**src/omc_pkg.sv**
```systemverilog
// Constants, types and register map shared by both ends of the mode link.
// Assumes a single 100 MHz core clock and an active-high async reset.
package omc_pkg;
   // ==========================================================
   // Device register map
   localparam logic [7:0] MODE_CONTROL_ADDR = 8'h01;
   localparam logic [7:0] MODE_STATUS_ADDR = 8'h1C;
   localparam int SOFT_RESET_BIT = 0;
   localparam int LOW_POWER_SELECT_BIT = 3;
   localparam int STANDBY_SELECT_BIT = 4;
   localparam int LS_ENABLE_BIT = 7;
   localparam int WDOG_ENABLE_BIT = 8;
   localparam logic [15:0] MODE_CONTROL_RESET = 16'h0001;
   localparam int STAT_ACTIVE = 0;
   localparam int STAT_LOW_POWER = 1;
   localparam int STAT_STANDBY = 2;
   localparam int STAT_INTERMITTENT = 3;
   localparam int STAT_SHUTDOWN = 4;
   // ==========================================================
   // Timing
   localparam int CLK_MHZ = 100;
   localparam int STANDBY_EXIT_US = 3000;
   localparam int STANDBY_EXIT_CYC = STANDBY_EXIT_US * CLK_MHZ + 1;
   localparam int WDOG_SEC = 60;
   localparam longint WDOG_CYC = longint'(WDOG_SEC) * 1000000 * CLK_MHZ;
   localparam int LINK_DIV = 4;
   // ==========================================================
   // Controller APB registers
   localparam logic [7:0] APB_CMD = 8'h00;
   localparam logic [7:0] APB_WDATA = 8'h04;
   localparam logic [7:0] APB_STATUS = 8'h08;
   localparam logic [7:0] APB_RDATA = 8'h0C;
   localparam logic [7:0] APB_PINS = 8'h10;
   // ==========================================================
   // Mode states
   typedef enum logic [2:0] {
      MS_SHUTDOWN = 3'b000,
      MS_ACTIVE = 3'b001,
      MS_LOW_POWER = 3'b010,
      MS_STANDBY = 3'b011
   } omc_mode_e;
endpackage : omc_pkg

```
**src/omc_link_if.sv**
```systemverilog
// Pin-level link between the mode device and its host controller.
// Assumes both ends clocked by the same core clock in the bench.
`timescale 1ns/1ps
interface omc_link_if;
   logic sclk;
   logic sdi;
   logic spiEnable;
   logic spiDataOut;
   logic spiDataOutEn;
   logic powerResetOutEn;
   logic wakeInput;
   logic shutdownControlIn;
   // Open-drain reset reads high unless pulled low
   wire powerResetLine = powerResetOutEn ? 1'b0 : 1'b1;
   modport device (input sclk, input sdi, input spiEnable,
      input wakeInput, input shutdownControlIn, output spiDataOut,
      output spiDataOutEn, output powerResetOutEn);
   modport host (output sclk, output sdi, output spiEnable,
      output wakeInput, output shutdownControlIn, input spiDataOut,
      input spiDataOutEn, input powerResetLine);
endinterface : omc_link_if

```
**src/omc_device.sv**
```systemverilog
// Operating-mode controller of the battery monitor with its serial port.
// Assumes link pins asynchronous to core_clk; frames of 24 bits:
// bit 23 write flag, 22:16 address, 15:0 data, msb first, mode 0.
//
// Local design decision: the APB slave port.
`timescale 1ns/1ps
module omc_device #(
   parameter longint WDOG_CYCLES = omc_pkg::WDOG_CYC,
   parameter int STBY_CYCLES = omc_pkg::STANDBY_EXIT_CYC
) (
   // Clock and reset
   input wire logic core_clk,
   input wire logic sys_rst,
   // Link
   omc_link_if.device link,
   // Supply sense and measurement permits
   input wire logic supplyPresent,
   output logic cellConvEnable,
   output logic hsCurrentEnable,
   output logic lsCurrentEnable,
   output logic protectEnable,
   output logic spiAvailable
);
   logic [1:0] sclkSync, sdiSync, senSync, wakeSync, shdnSync;
   logic sclkPrev_q;
   omc_pkg::omc_mode_e mode_q, mode_d;
   logic [15:0] modeControl_q;
   logic [23:0] shift_q;
   logic [4:0] bitCount_q;
   logic [15:0] readShift_q;
   logic frameDone, wrCtrl;
   logic [15:0] frameData;
   logic [1:0] supplySync;
   logic softResetFlag_q;
   logic [63:0] wdogCount_q;
   logic [31:0] senHigh_q;
   logic [4:0] statusBits;
   logic sclkRise, sclkFall, linkOn;

   // ==========================================================
   // Input synchronisers
   always_ff @(posedge core_clk or posedge sys_rst) begin
      if (sys_rst) begin
         sclkSync <= 2'h0;
         sdiSync <= 2'h0;
         senSync <= 2'h0;
         wakeSync <= 2'h0;
         shdnSync <= 2'h3;
         supplySync <= 2'h0;
         sclkPrev_q <= 1'b0;
      end else begin
         sclkSync <= {sclkSync[0], link.sclk};
         sdiSync <= {sdiSync[0], link.sdi};
         senSync <= {senSync[0], link.spiEnable};
         wakeSync <= {wakeSync[0], link.wakeInput};
         shdnSync <= {shdnSync[0], link.shutdownControlIn};
         supplySync <= {supplySync[0], supplyPresent};
         sclkPrev_q <= sclkSync[1];
      end
   end
   assign sclkRise = sclkSync[1] & ~sclkPrev_q;
   assign sclkFall = ~sclkSync[1] & sclkPrev_q;
   // Serial port only alive in Active and Low Power
   assign linkOn = (mode_q == omc_pkg::MS_ACTIVE) ||
      (mode_q == omc_pkg::MS_LOW_POWER);
   assign frameDone = linkOn && senSync[1] && sclkRise &&
      (bitCount_q == 5'd23);
   assign wrCtrl = frameDone && shift_q[22] &&
      ({shift_q[21:15]} == omc_pkg::MODE_CONTROL_ADDR[6:0]);
   // Last data bit is still in the synchroniser at frame end
   assign frameData = {shift_q[14:0], sdiSync[1]};

   // ==========================================================
   // Frame shifter, samples on rising serial clock
   always_ff @(posedge core_clk or posedge sys_rst) begin
      if (sys_rst) begin
         shift_q <= 24'h000000;
         bitCount_q <= 5'h00;
      end else if (!senSync[1] || !linkOn) begin
         bitCount_q <= 5'h00;
      end else if (sclkRise) begin
         shift_q <= {shift_q[22:0], sdiSync[1]};
         bitCount_q <= (bitCount_q == 5'd23) ? 5'h00 : bitCount_q + 5'd1;
      end
   end

   // ==========================================================
   // Read data, loaded after the address byte
   assign statusBits = {mode_q == omc_pkg::MS_SHUTDOWN, 1'b0,
      mode_q == omc_pkg::MS_STANDBY, mode_q == omc_pkg::MS_LOW_POWER,
      mode_q == omc_pkg::MS_ACTIVE};
   always_ff @(posedge core_clk or posedge sys_rst) begin
      if (sys_rst) begin
         readShift_q <= 16'h0000;
      end else if (sclkRise && bitCount_q == 5'd7) begin
         readShift_q <= ({shift_q[5:0], sdiSync[1]} ==
            omc_pkg::MODE_STATUS_ADDR[6:0]) ? {11'h000, statusBits} :
            ({shift_q[5:0], sdiSync[1]} == omc_pkg::MODE_CONTROL_ADDR[6:0]) ?
            modeControl_q : 16'h0000;
      end else if (sclkFall && bitCount_q > 5'd7) begin
         readShift_q <= {readShift_q[14:0], 1'b0};
      end
   end

   // ==========================================================
   // Mode control register
   always_ff @(posedge core_clk or posedge sys_rst) begin
      if (sys_rst) begin
         modeControl_q <= omc_pkg::MODE_CONTROL_RESET;
      end else if (wrCtrl && !frameData[omc_pkg::SOFT_RESET_BIT]) begin
         modeControl_q <= omc_pkg::MODE_CONTROL_RESET;
      end else if (wrCtrl) begin
         modeControl_q <= frameData;
      end else if (mode_q != omc_pkg::MS_LOW_POWER &&
            mode_q != omc_pkg::MS_ACTIVE) begin
         // Selects clear while the mode is Standby or Shutdown
         modeControl_q[omc_pkg::STANDBY_SELECT_BIT] <= 1'b0;
         modeControl_q[omc_pkg::LOW_POWER_SELECT_BIT] <= 1'b0;
      end
   end

   // ==========================================================
   // Soft reset acknowledge on data out
   always_ff @(posedge core_clk or posedge sys_rst) begin
      if (sys_rst) begin
         softResetFlag_q <= 1'b0;
      end else if (wrCtrl && !frameData[omc_pkg::SOFT_RESET_BIT]) begin
         softResetFlag_q <= 1'b1;
      end else if ((senSync[1] && sclkRise) || !linkOn) begin
         // Flag stands until the next frame starts shifting
         softResetFlag_q <= 1'b0;
      end
   end
   assign link.spiDataOut = softResetFlag_q | readShift_q[15];
   assign link.spiDataOutEn = linkOn;

   // ==========================================================
   // Communication watchdog
   always_ff @(posedge core_clk or posedge sys_rst) begin
      if (sys_rst) begin
         wdogCount_q <= 64'h0;
      end else if (frameDone || mode_q == omc_pkg::MS_SHUTDOWN) begin
         wdogCount_q <= 64'h0;
      end else if (modeControl_q[omc_pkg::WDOG_ENABLE_BIT]) begin
         wdogCount_q <= wdogCount_q + 64'h1;
      end
   end

   // ==========================================================
   // Standby exit timer on enable held high
   always_ff @(posedge core_clk or posedge sys_rst) begin
      if (sys_rst) begin
         senHigh_q <= 32'h0;
      end else if (mode_q != omc_pkg::MS_STANDBY || !senSync[1]) begin
         senHigh_q <= 32'h0;
      end else if (senHigh_q < 32'(STBY_CYCLES)) begin
         senHigh_q <= senHigh_q + 32'h1;
      end
   end

   // ==========================================================
   // Mode state machine
   always_comb begin
      mode_d = mode_q;
      case (mode_q)
         omc_pkg::MS_SHUTDOWN: begin
            if (!shdnSync[1] && supplySync[1] && wakeSync[1])
               mode_d = omc_pkg::MS_ACTIVE;
         end
         omc_pkg::MS_ACTIVE: begin
            if (modeControl_q[omc_pkg::STANDBY_SELECT_BIT])
               mode_d = omc_pkg::MS_STANDBY;
            else if (modeControl_q[omc_pkg::LOW_POWER_SELECT_BIT])
               mode_d = omc_pkg::MS_LOW_POWER;
         end
         omc_pkg::MS_LOW_POWER: begin
            if (modeControl_q[omc_pkg::STANDBY_SELECT_BIT])
               mode_d = omc_pkg::MS_STANDBY;
            else if (!modeControl_q[omc_pkg::LOW_POWER_SELECT_BIT])
               mode_d = omc_pkg::MS_ACTIVE;
         end
         omc_pkg::MS_STANDBY: begin
            if (senHigh_q >= 32'(STBY_CYCLES))
               mode_d = omc_pkg::MS_ACTIVE;
         end
         default: mode_d = omc_pkg::MS_SHUTDOWN;
      endcase
      if (shdnSync[1])
         mode_d = omc_pkg::MS_SHUTDOWN;
      else if (mode_q != omc_pkg::MS_SHUTDOWN && !wakeSync[1] &&
            modeControl_q[omc_pkg::WDOG_ENABLE_BIT] &&
            wdogCount_q >= 64'(WDOG_CYCLES))
         mode_d = omc_pkg::MS_SHUTDOWN;
   end
   always_ff @(posedge core_clk or posedge sys_rst) begin
      if (sys_rst) mode_q <= omc_pkg::MS_SHUTDOWN;
      else mode_q <= mode_d;
   end

   // ==========================================================
   // Power reset output and measurement permits
   assign link.powerResetOutEn = (mode_q == omc_pkg::MS_SHUTDOWN);
   assign cellConvEnable = (mode_q == omc_pkg::MS_ACTIVE);
   assign hsCurrentEnable = (mode_q == omc_pkg::MS_ACTIVE);
   assign protectEnable = (mode_q != omc_pkg::MS_SHUTDOWN);
   assign lsCurrentEnable = (mode_q != omc_pkg::MS_SHUTDOWN) &&
      modeControl_q[omc_pkg::LS_ENABLE_BIT];
   assign spiAvailable = linkOn;
endmodule : omc_device

```
**src/flat_wrapper.sv**
```systemverilog
// flat-port wrapper written by rule: the top's interface ports become plain ports
module omc_device_flat 
#(
   parameter longint WDOG_CYCLES = omc_pkg::WDOG_CYC,
   parameter int STBY_CYCLES = omc_pkg::STANDBY_EXIT_CYC
)
  (core_clk, sys_rst, supplyPresent, cellConvEnable, hsCurrentEnable, lsCurrentEnable, protectEnable, spiAvailable, link_sclk, link_sdi, link_spiEnable, link_wakeInput, link_shutdownControlIn, link_spiDataOut, link_spiDataOutEn, link_powerResetOutEn);
  omc_link_if link_i ();
  input wire logic core_clk;
  input wire logic sys_rst;
  input wire logic supplyPresent;
  output logic cellConvEnable;
  output logic hsCurrentEnable;
  output logic lsCurrentEnable;
  output logic protectEnable;
  output logic spiAvailable;
  input wire logic [$bits(link_i.sclk)-1:0] link_sclk;
  input wire logic [$bits(link_i.sdi)-1:0] link_sdi;
  input wire logic [$bits(link_i.spiEnable)-1:0] link_spiEnable;
  input wire logic [$bits(link_i.wakeInput)-1:0] link_wakeInput;
  input wire logic [$bits(link_i.shutdownControlIn)-1:0] link_shutdownControlIn;
  output wire logic [$bits(link_i.spiDataOut)-1:0] link_spiDataOut;
  output wire logic [$bits(link_i.spiDataOutEn)-1:0] link_spiDataOutEn;
  output wire logic [$bits(link_i.powerResetOutEn)-1:0] link_powerResetOutEn;
  assign link_i.sclk = link_sclk;
  assign link_i.sdi = link_sdi;
  assign link_i.spiEnable = link_spiEnable;
  assign link_i.wakeInput = link_wakeInput;
  assign link_i.shutdownControlIn = link_shutdownControlIn;
  assign link_spiDataOut = link_i.spiDataOut;
  assign link_spiDataOutEn = link_i.spiDataOutEn;
  assign link_powerResetOutEn = link_i.powerResetOutEn;
  omc_device #(.WDOG_CYCLES(WDOG_CYCLES), .STBY_CYCLES(STBY_CYCLES)) u_core (.core_clk(core_clk), .sys_rst(sys_rst), .link(link_i), .supplyPresent(supplyPresent), .cellConvEnable(cellConvEnable), .hsCurrentEnable(hsCurrentEnable), .lsCurrentEnable(lsCurrentEnable), .protectEnable(protectEnable), .spiAvailable(spiAvailable));
endmodule
```
**config.mk**
```make
export PLATFORM = sky130hd
export DESIGN_NAME = omc_device_flat
export DESIGN_NICKNAME = d
export VERILOG_FILES = /design/src/omc_pkg.sv /design/src/omc_link_if.sv /design/src/omc_device.sv /design/src/flat_wrapper.sv
export SDC_FILE = /design/constraint.sdc
export NUM_CORES = 1
export LEC_CHECK = 0
export BUFFER_PORTS_ARGS = -buffer_cell sky130_fd_sc_hd__buf_2
export CORE_ASPECT_RATIO = 0.7
export CORE_MARGIN = 2
export CORE_UTILIZATION = 25
export DETAILED_ROUTE_END_ITERATION = 8
export GPL_TIMING_DRIVEN = 0
export PLACE_DENSITY_LB_ADDON = 0.1
export SETUP_SLACK_MARGIN = 0.5
export SLEW_MARGIN = 30
export SYNTH_ARGS = -nofsm -noshare
export SYNTH_HDL_FRONTEND = slang
export SYNTH_SLANG_ARGS = --single-unit
```
**constraint.sdc**
```tcl
create_clock -name core_clk -period 13.8 [get_ports core_clk]
set_clock_uncertainty 0.1 [all_clocks]
set_input_delay 1.38 -clock core_clk [delete_from_list [all_inputs] [get_ports core_clk]]
set_output_delay 1.38 -clock core_clk [all_outputs]
set_load 0.005 [all_outputs]
```
# Word-level counts from Yosys, hierarchy flattened
# Cells that the tools add are included.
[word_totals]
register_bits = 173
inputBits = 8
out_inout_bits = 8
[op_classes]
add_sub_neg = 3
n_lt_le_gt_ge = 4
n_eq_ne = 15
muxes = 27
n_bitwise = 6
n_reduce_logical = 37
[op_table]
columns = ["operator", "n"]
rows = [
  ["$mux W64", 2],
  ["$mux W16", 5],
  ["$add A64 B1 Y64 const B", 1],
  ["$ge A64 B33 Y1 const B", 1],
  ["$mux W32", 2],
  ["$add A32 B1 Y32 const B", 1],
  ["$ge A32 B19 Y1 const B", 1],
  ["$lt A32 B19 Y1 const B", 1],
  ["$mux W3", 9],
  ["$logic_and A1 B1 Y1", 16],
  ["$mux W5", 3],
  ["$eq A7 B1 Y1 const B", 2],
  ["$pmux W3 S4", 1],
  ["$reduce_bool A2 Y1", 6],
  ["$mux W11", 1],
  ["$eq A7 B5 Y1 const B", 1],
  ["$eq A3 B2 Y1 const B", 2],
  ["$ne A3 B2 Y1 const B", 2],
  ["$reduce_bool A3 Y1", 2],
  ["$add A5 B1 Y5 const B", 1],
  ["$eq A5 B3 Y1 const B", 1],
  ["$eq A5 B5 Y1 const B", 1],
  ["$gt A5 B3 Y1 const B", 1],
  ["$logic_not A1 Y1", 5],
  ["15 further kinds", 24],
]

# Longest topological paths before layout
[depth]
word_depth = 9
depth_mapped = 10
mapped_depth_nobuf = 7

# Worst setup path before layout
# Ideal clock, no wire load.
[synth_timing]
path_type = "register to register"
from = "register u_core.senHigh_q[0]"
to = "register u_core.senHigh_q[7]"
t_arrival_ns = 2.361
required_time_ns = 13.580
setup_slack_ns = 11.219
stages_incl_launch_ff = 7
n_path_buf = 0
path_cell_list = "dfrtp_1 > inv_1 > ha_1 > or4b_1 > a2111oi_1 > a31oi_1 > a41o_1"
[synth_between]
elab_chain_cells = 3
[synth_rtl]
columns = ["element", "line", "rtl"]
rows = [
  ["start, declared", "omc_device.sv:36", "logic [31:0] senHigh_q;"],
  ["start signal, assigned", "omc_device.sv:157", "senHigh_q <= senHigh_q + 32'h1;"],
  ["$add A32 B1 Y32", "omc_device.sv:157", ""],
  ["$mux W32", "omc_device.sv:156", "end else if (senHigh_q < 32'(STBY_CYCLES)) begin"],
  ["$mux W32", "omc_device.sv:154", "end else if (mode_q != omc_pkg::MS_STANDBY || !senSync[1]) begin"],
]
# Several ways; a longest one is shown, not always the timed one. The select of a mux whose other input is x is not followed.
# A chain may end at the register's enable or synchronous reset.

# Worst setup path in the final report
[layout_timing]
from = "register u_core.modeControl_q[8]"
to = "register u_core.wdogCount_q[43]"
[layout_between]
elab_chain_cells = 1
[layout_rtl]
columns = ["element", "line", "rtl"]
rows = [
  ["start, declared", "omc_device.sv:27", "logic [15:0] modeControl_q;"],
  ["start signal, assigned", "omc_device.sv:109", "modeControl_q <= omc_pkg::MODE_CONTROL_RESET;"],
  ["start signal, assigned", "omc_device.sv:111", "modeControl_q <= omc_pkg::MODE_CONTROL_RESET;"],
  ["start signal, assigned", "omc_device.sv:113", "modeControl_q <= frameData;"],
  ["$reduce_bool A2 Y1 (no source line)", "n/a", ""],
  ["end signal, assigned", "omc_device.sv:145", "wdogCount_q <= wdogCount_q + 64'h1;"],
  ["end, declared", "omc_device.sv:35", "logic [63:0] wdogCount_q;"],
]
# No other way between the ends.

==> results_dict.tcl <==
set metrics [dict create \
    syn_inst 827 \
    drive_gt1_share_pct 10.8 \
    fillers 3467 \
    rsz0062_at_grt "false" \
    hold_viol 0 \
    cp.required_ns 14.00 \
    grt_pass1_wl_um 35100 \
    setup_viol 0 \
    crit_path_max_fanout 10 \
    initial_core_util_pct 25.5 \
    ys_async_sr_fraction_pct 100 \
    ys_types 60 \
    clock-root-buffer "clkbuf_16" \
    synth_edf_count 0 \
    cp-start-kind "flop" \
    period_needed_ns 3.44 \
    crit_top_cell "clkbuf_1" \
    cts.repair.resized 0 \
    synth_fa_ha_area_share_pct 1.51 \
    avgSynthCellArea_um2 10.0 \
    cts_hold_buf 0 \
    numClockSinks 172 \
    htree_levels 4 \
    globalRouteTotalUtil_pct 13.0 \
    stdcell_count 1304 \
    leakage_nw 3.91 \
    die_h_um 156 \
    period_share_pct 24.9 \
    min_path_type "flop to flop" \
    path_class "flop to flop" \
    seq_area_frac_synth_pct 51.9 \
    grt_pass1_vias 6162 \
    wl_um 21300 \
    worst_hold_slack_ns 0.249 \
    hpwl_um 14600 \
    tns_ns 0 \
    synthToLayoutAreaGrowth_pct 16.3 \
    slowest_delay_ns 0.61 \
    pin_count 16 \
    synth_compound_area_share_pct 10.5 \
    grt_max_degree 81 \
    first_iter_violations 332 \
    cp_slowest_cell "or4b_1" \
    cts_tree "done" \
    vias 6291 \
    dr.pass1.iters 5 \
    syn_area_mm2 0.00829 \
    drt.antenna.violating_nets 0 \
    core.rowCount 55 \
    drc_errors 0 \
    postCtsSetupRepairBufs 0 \
    grt-ovfl-total 0 \
    die_w_um 222 \
    reg2reg_setup_slack_ns 10.36 \
    maxSlewHeadroom_pct 40.2 \
    gp_congestion 0.739 \
    viasPerCell 4.82 \
    cts_buffers 17 \
    die_area_mm2 0.0347 \
    synth_seq_cells 172 \
    core-area_mm2 0.0325 \
    syn_nets 845 \
    grt_antenna_before_repair 0 \
    clockBufferDepth 2 \
    p_per_area_mw_per_mm2 129 \
    clk_pin_slew_ns 0.07 \
    slew_viol_final 0 \
    synthFlopType "dfrtp_1" \
    synth_top_family_by_area "simple AND/OR/NAND/NOR gates" \
    worst_pin_slew_ns 0.895 \
    synthMuxAreaShare_pct 5.54 \
    place_inst 1271 \
    seq_area_mm2 0.00431 \
    clk_latency_ns 0.44 \
    synth_simple_gate_area_share_pct 23.2 \
    post_drt_wl_per_cell_um 16.3 \
    cap_viol_max_count 0 \
    crit_arrival_ns 3.64 \
    peakVddDrop_mv 0.0749 \
    synth_xor_area_share_pct 4.22 \
    finalNetCount 881 \
    fmax_mhz 291 \
    end_kind "flop" \
    multiInputGateArea_mm2 0.00374 \
    status "finished clean" \
    yosys_warnings 0 \
    port-buffer-count 15 \
    crit_chain "buf_2 -> and3_1 -> nand4_1 -> or4b_1 -> clkbuf_1 -> clkbuf_1 -> clkbuf_1 -> o31ai_1 -> a21oi_1" \
]
-- worst max-delay path, delay by kind of cell, from the launching register on --
family | cells | cell delay [ns]
and+or+nand+nor | 3 | 1.26
AOI/OAI and AO/OA | 2 | 0.43
buffers and inverters | 4 | 1.18
DFF | 1 | 0.32
-- final timing paths --
| kind | end | startpoint | cells after the start |
|---|---|---|---|
| max in group asynchronous | u_core.shdnSync[1] | sys_rst | 3 |
| min in group asynchronous | u_core.wdogCount_q[42] | sys_rst | 2 |
| min | u_core.supplySync[1] | u_core.supplySync[0] | 0 |
| max | u_core.wdogCount_q[43] | u_core.modeControl_q[8] | 9 |
| max reg2reg | u_core.wdogCount_q[43] | u_core.modeControl_q[8] | 9 |
| min reg2reg | u_core.supplySync[1] | u_core.supplySync[0] | 0 |
-- per-stage QoR --
stage          cell area, um2  util [%]  worst slack [ns]  power [mW]
6_report                 9640      29.7             10.36        1.24
5_1_grt                  9640      29.7             10.15        1.30
4_1_cts                  9640      29.7             10.41        1.26
3_5_place_dp             8980      27.6             10.45       0.707
3_3_place_gp             8900      27.4              4.97       0.704
2_1_floorplan            8290         -              7.66       0.634
-- cell families (layout without fill, tap and decap cells) --
kind of cell | count (synthesis) | in the layout
adders and majority gates | 10 | 10
other | 0 | 1
DFF | 172 | 172
buffers and inverters | 64 | 113
and+or+nand+nor | 356 | 356
muxes | 43 | 43
AOI/OAI and AO/OA | 142 | 142
xor gates and xnor gates | 40 | 40
-- power by group --
| part | internal, mW | switching [mW] | leakage (nW) |
|---|---|---|---|
| logic | 0.0475 | 0.116 | 1.23 |
| clock network | 0.336 | 0.212 | 0.321 |
| registers | 0.516 | 0.0127 | 2.36 |
| total | 0.900 | 0.341 | 3.91 |
-- cells in the final DEF (no fill, tap or decap), drive strengths merged, types with 5 or more instances in the layout --
master | synthesis | layout
a31oi | 6 | 6
nor3 | 16 | 16
ha | 10 | 10
and4 | 10 | 10
nor4 | 29 | 29
mux2i | 20 | 20
xor2 | 9 | 9
nor4b | 5 | 5
clkbuf | 38 | 60
nand3 | 43 | 43
xnor2 | 31 | 31
and2 | 7 | 7
a21oi | 35 | 35
bufinv | 0 | 5
o31ai | 17 | 17
and3 | 25 | 25
nand4 | 24 | 24
nor2 | 60 | 60
or3 | 18 | 18
o21ai | 55 | 55
or4 | 22 | 22
inv | 17 | 18
buf | 9 | 26
mux2 | 23 | 23
dfrtp | 169 | 169
nand2 | 75 | 75
-- cell type report --
cell class                 count  area share, %
sequential                   172           44.7
multi-input combinational    591           38.8
tap                          427           5.54
clock buffer                  22           4.92
timing repair buffer          17           1.35
inverter                      17          0.739
clock inverter                10           1.92
buffer                        47           2.05
antenna                        1         0.0259
-- synthesized netlist by cell type (all sizes together), types with 4 or more instances --
master | number | area (um2)
dfrtp | 169 | 4230
and4 | 10 | 87.6
mux2i | 20 | 200
nor2 | 60 | 225
inv | 17 | 63.8
nor3 | 16 | 80.1
nor4 | 29 | 181
nand2 | 75 | 282
xor2 | 9 | 78.8
nand2b | 4 | 25.0
and3 | 25 | 156
xnor2 | 31 | 272
a21oi | 35 | 175
or2 | 4 | 25.0
nor4b | 5 | 43.8
and2 | 7 | 43.8
o31ai | 17 | 128
a22o | 4 | 35.0
o21ai | 55 | 275
nand4 | 24 | 156
or3 | 18 | 113
nand3 | 43 | 215
a31oi | 6 | 37.5
ha | 10 | 125
buf | 9 | 55.0
clkbuf | 38 | 143
or4 | 22 | 169
mux2 | 23 | 259
a41o | 4 | 40.0
-- flip-flops by register name, indices dropped and copies added (netlist names), 5 cells and up --
signal	flops
u_core.readShift_q	16
u_core.modeControl_q	16
u_core.wdogCount_q	64
u_core.senHigh_q	32
u_core.shift_q	23
u_core.bitCount_q	5
-- layer usage --
layer	up-vias	wire length, um	track usage (%)	part of all wire [%]
met2	74	8150	17.3	38
met5	-	0	0	0
met1	3089	12200	20.3	57
met3	16	652	2.99	3.1
li1	3112	-	-	-
met4	0	242	3.86	1.1
No activity file was read; power rests on OpenSTA's default activity.
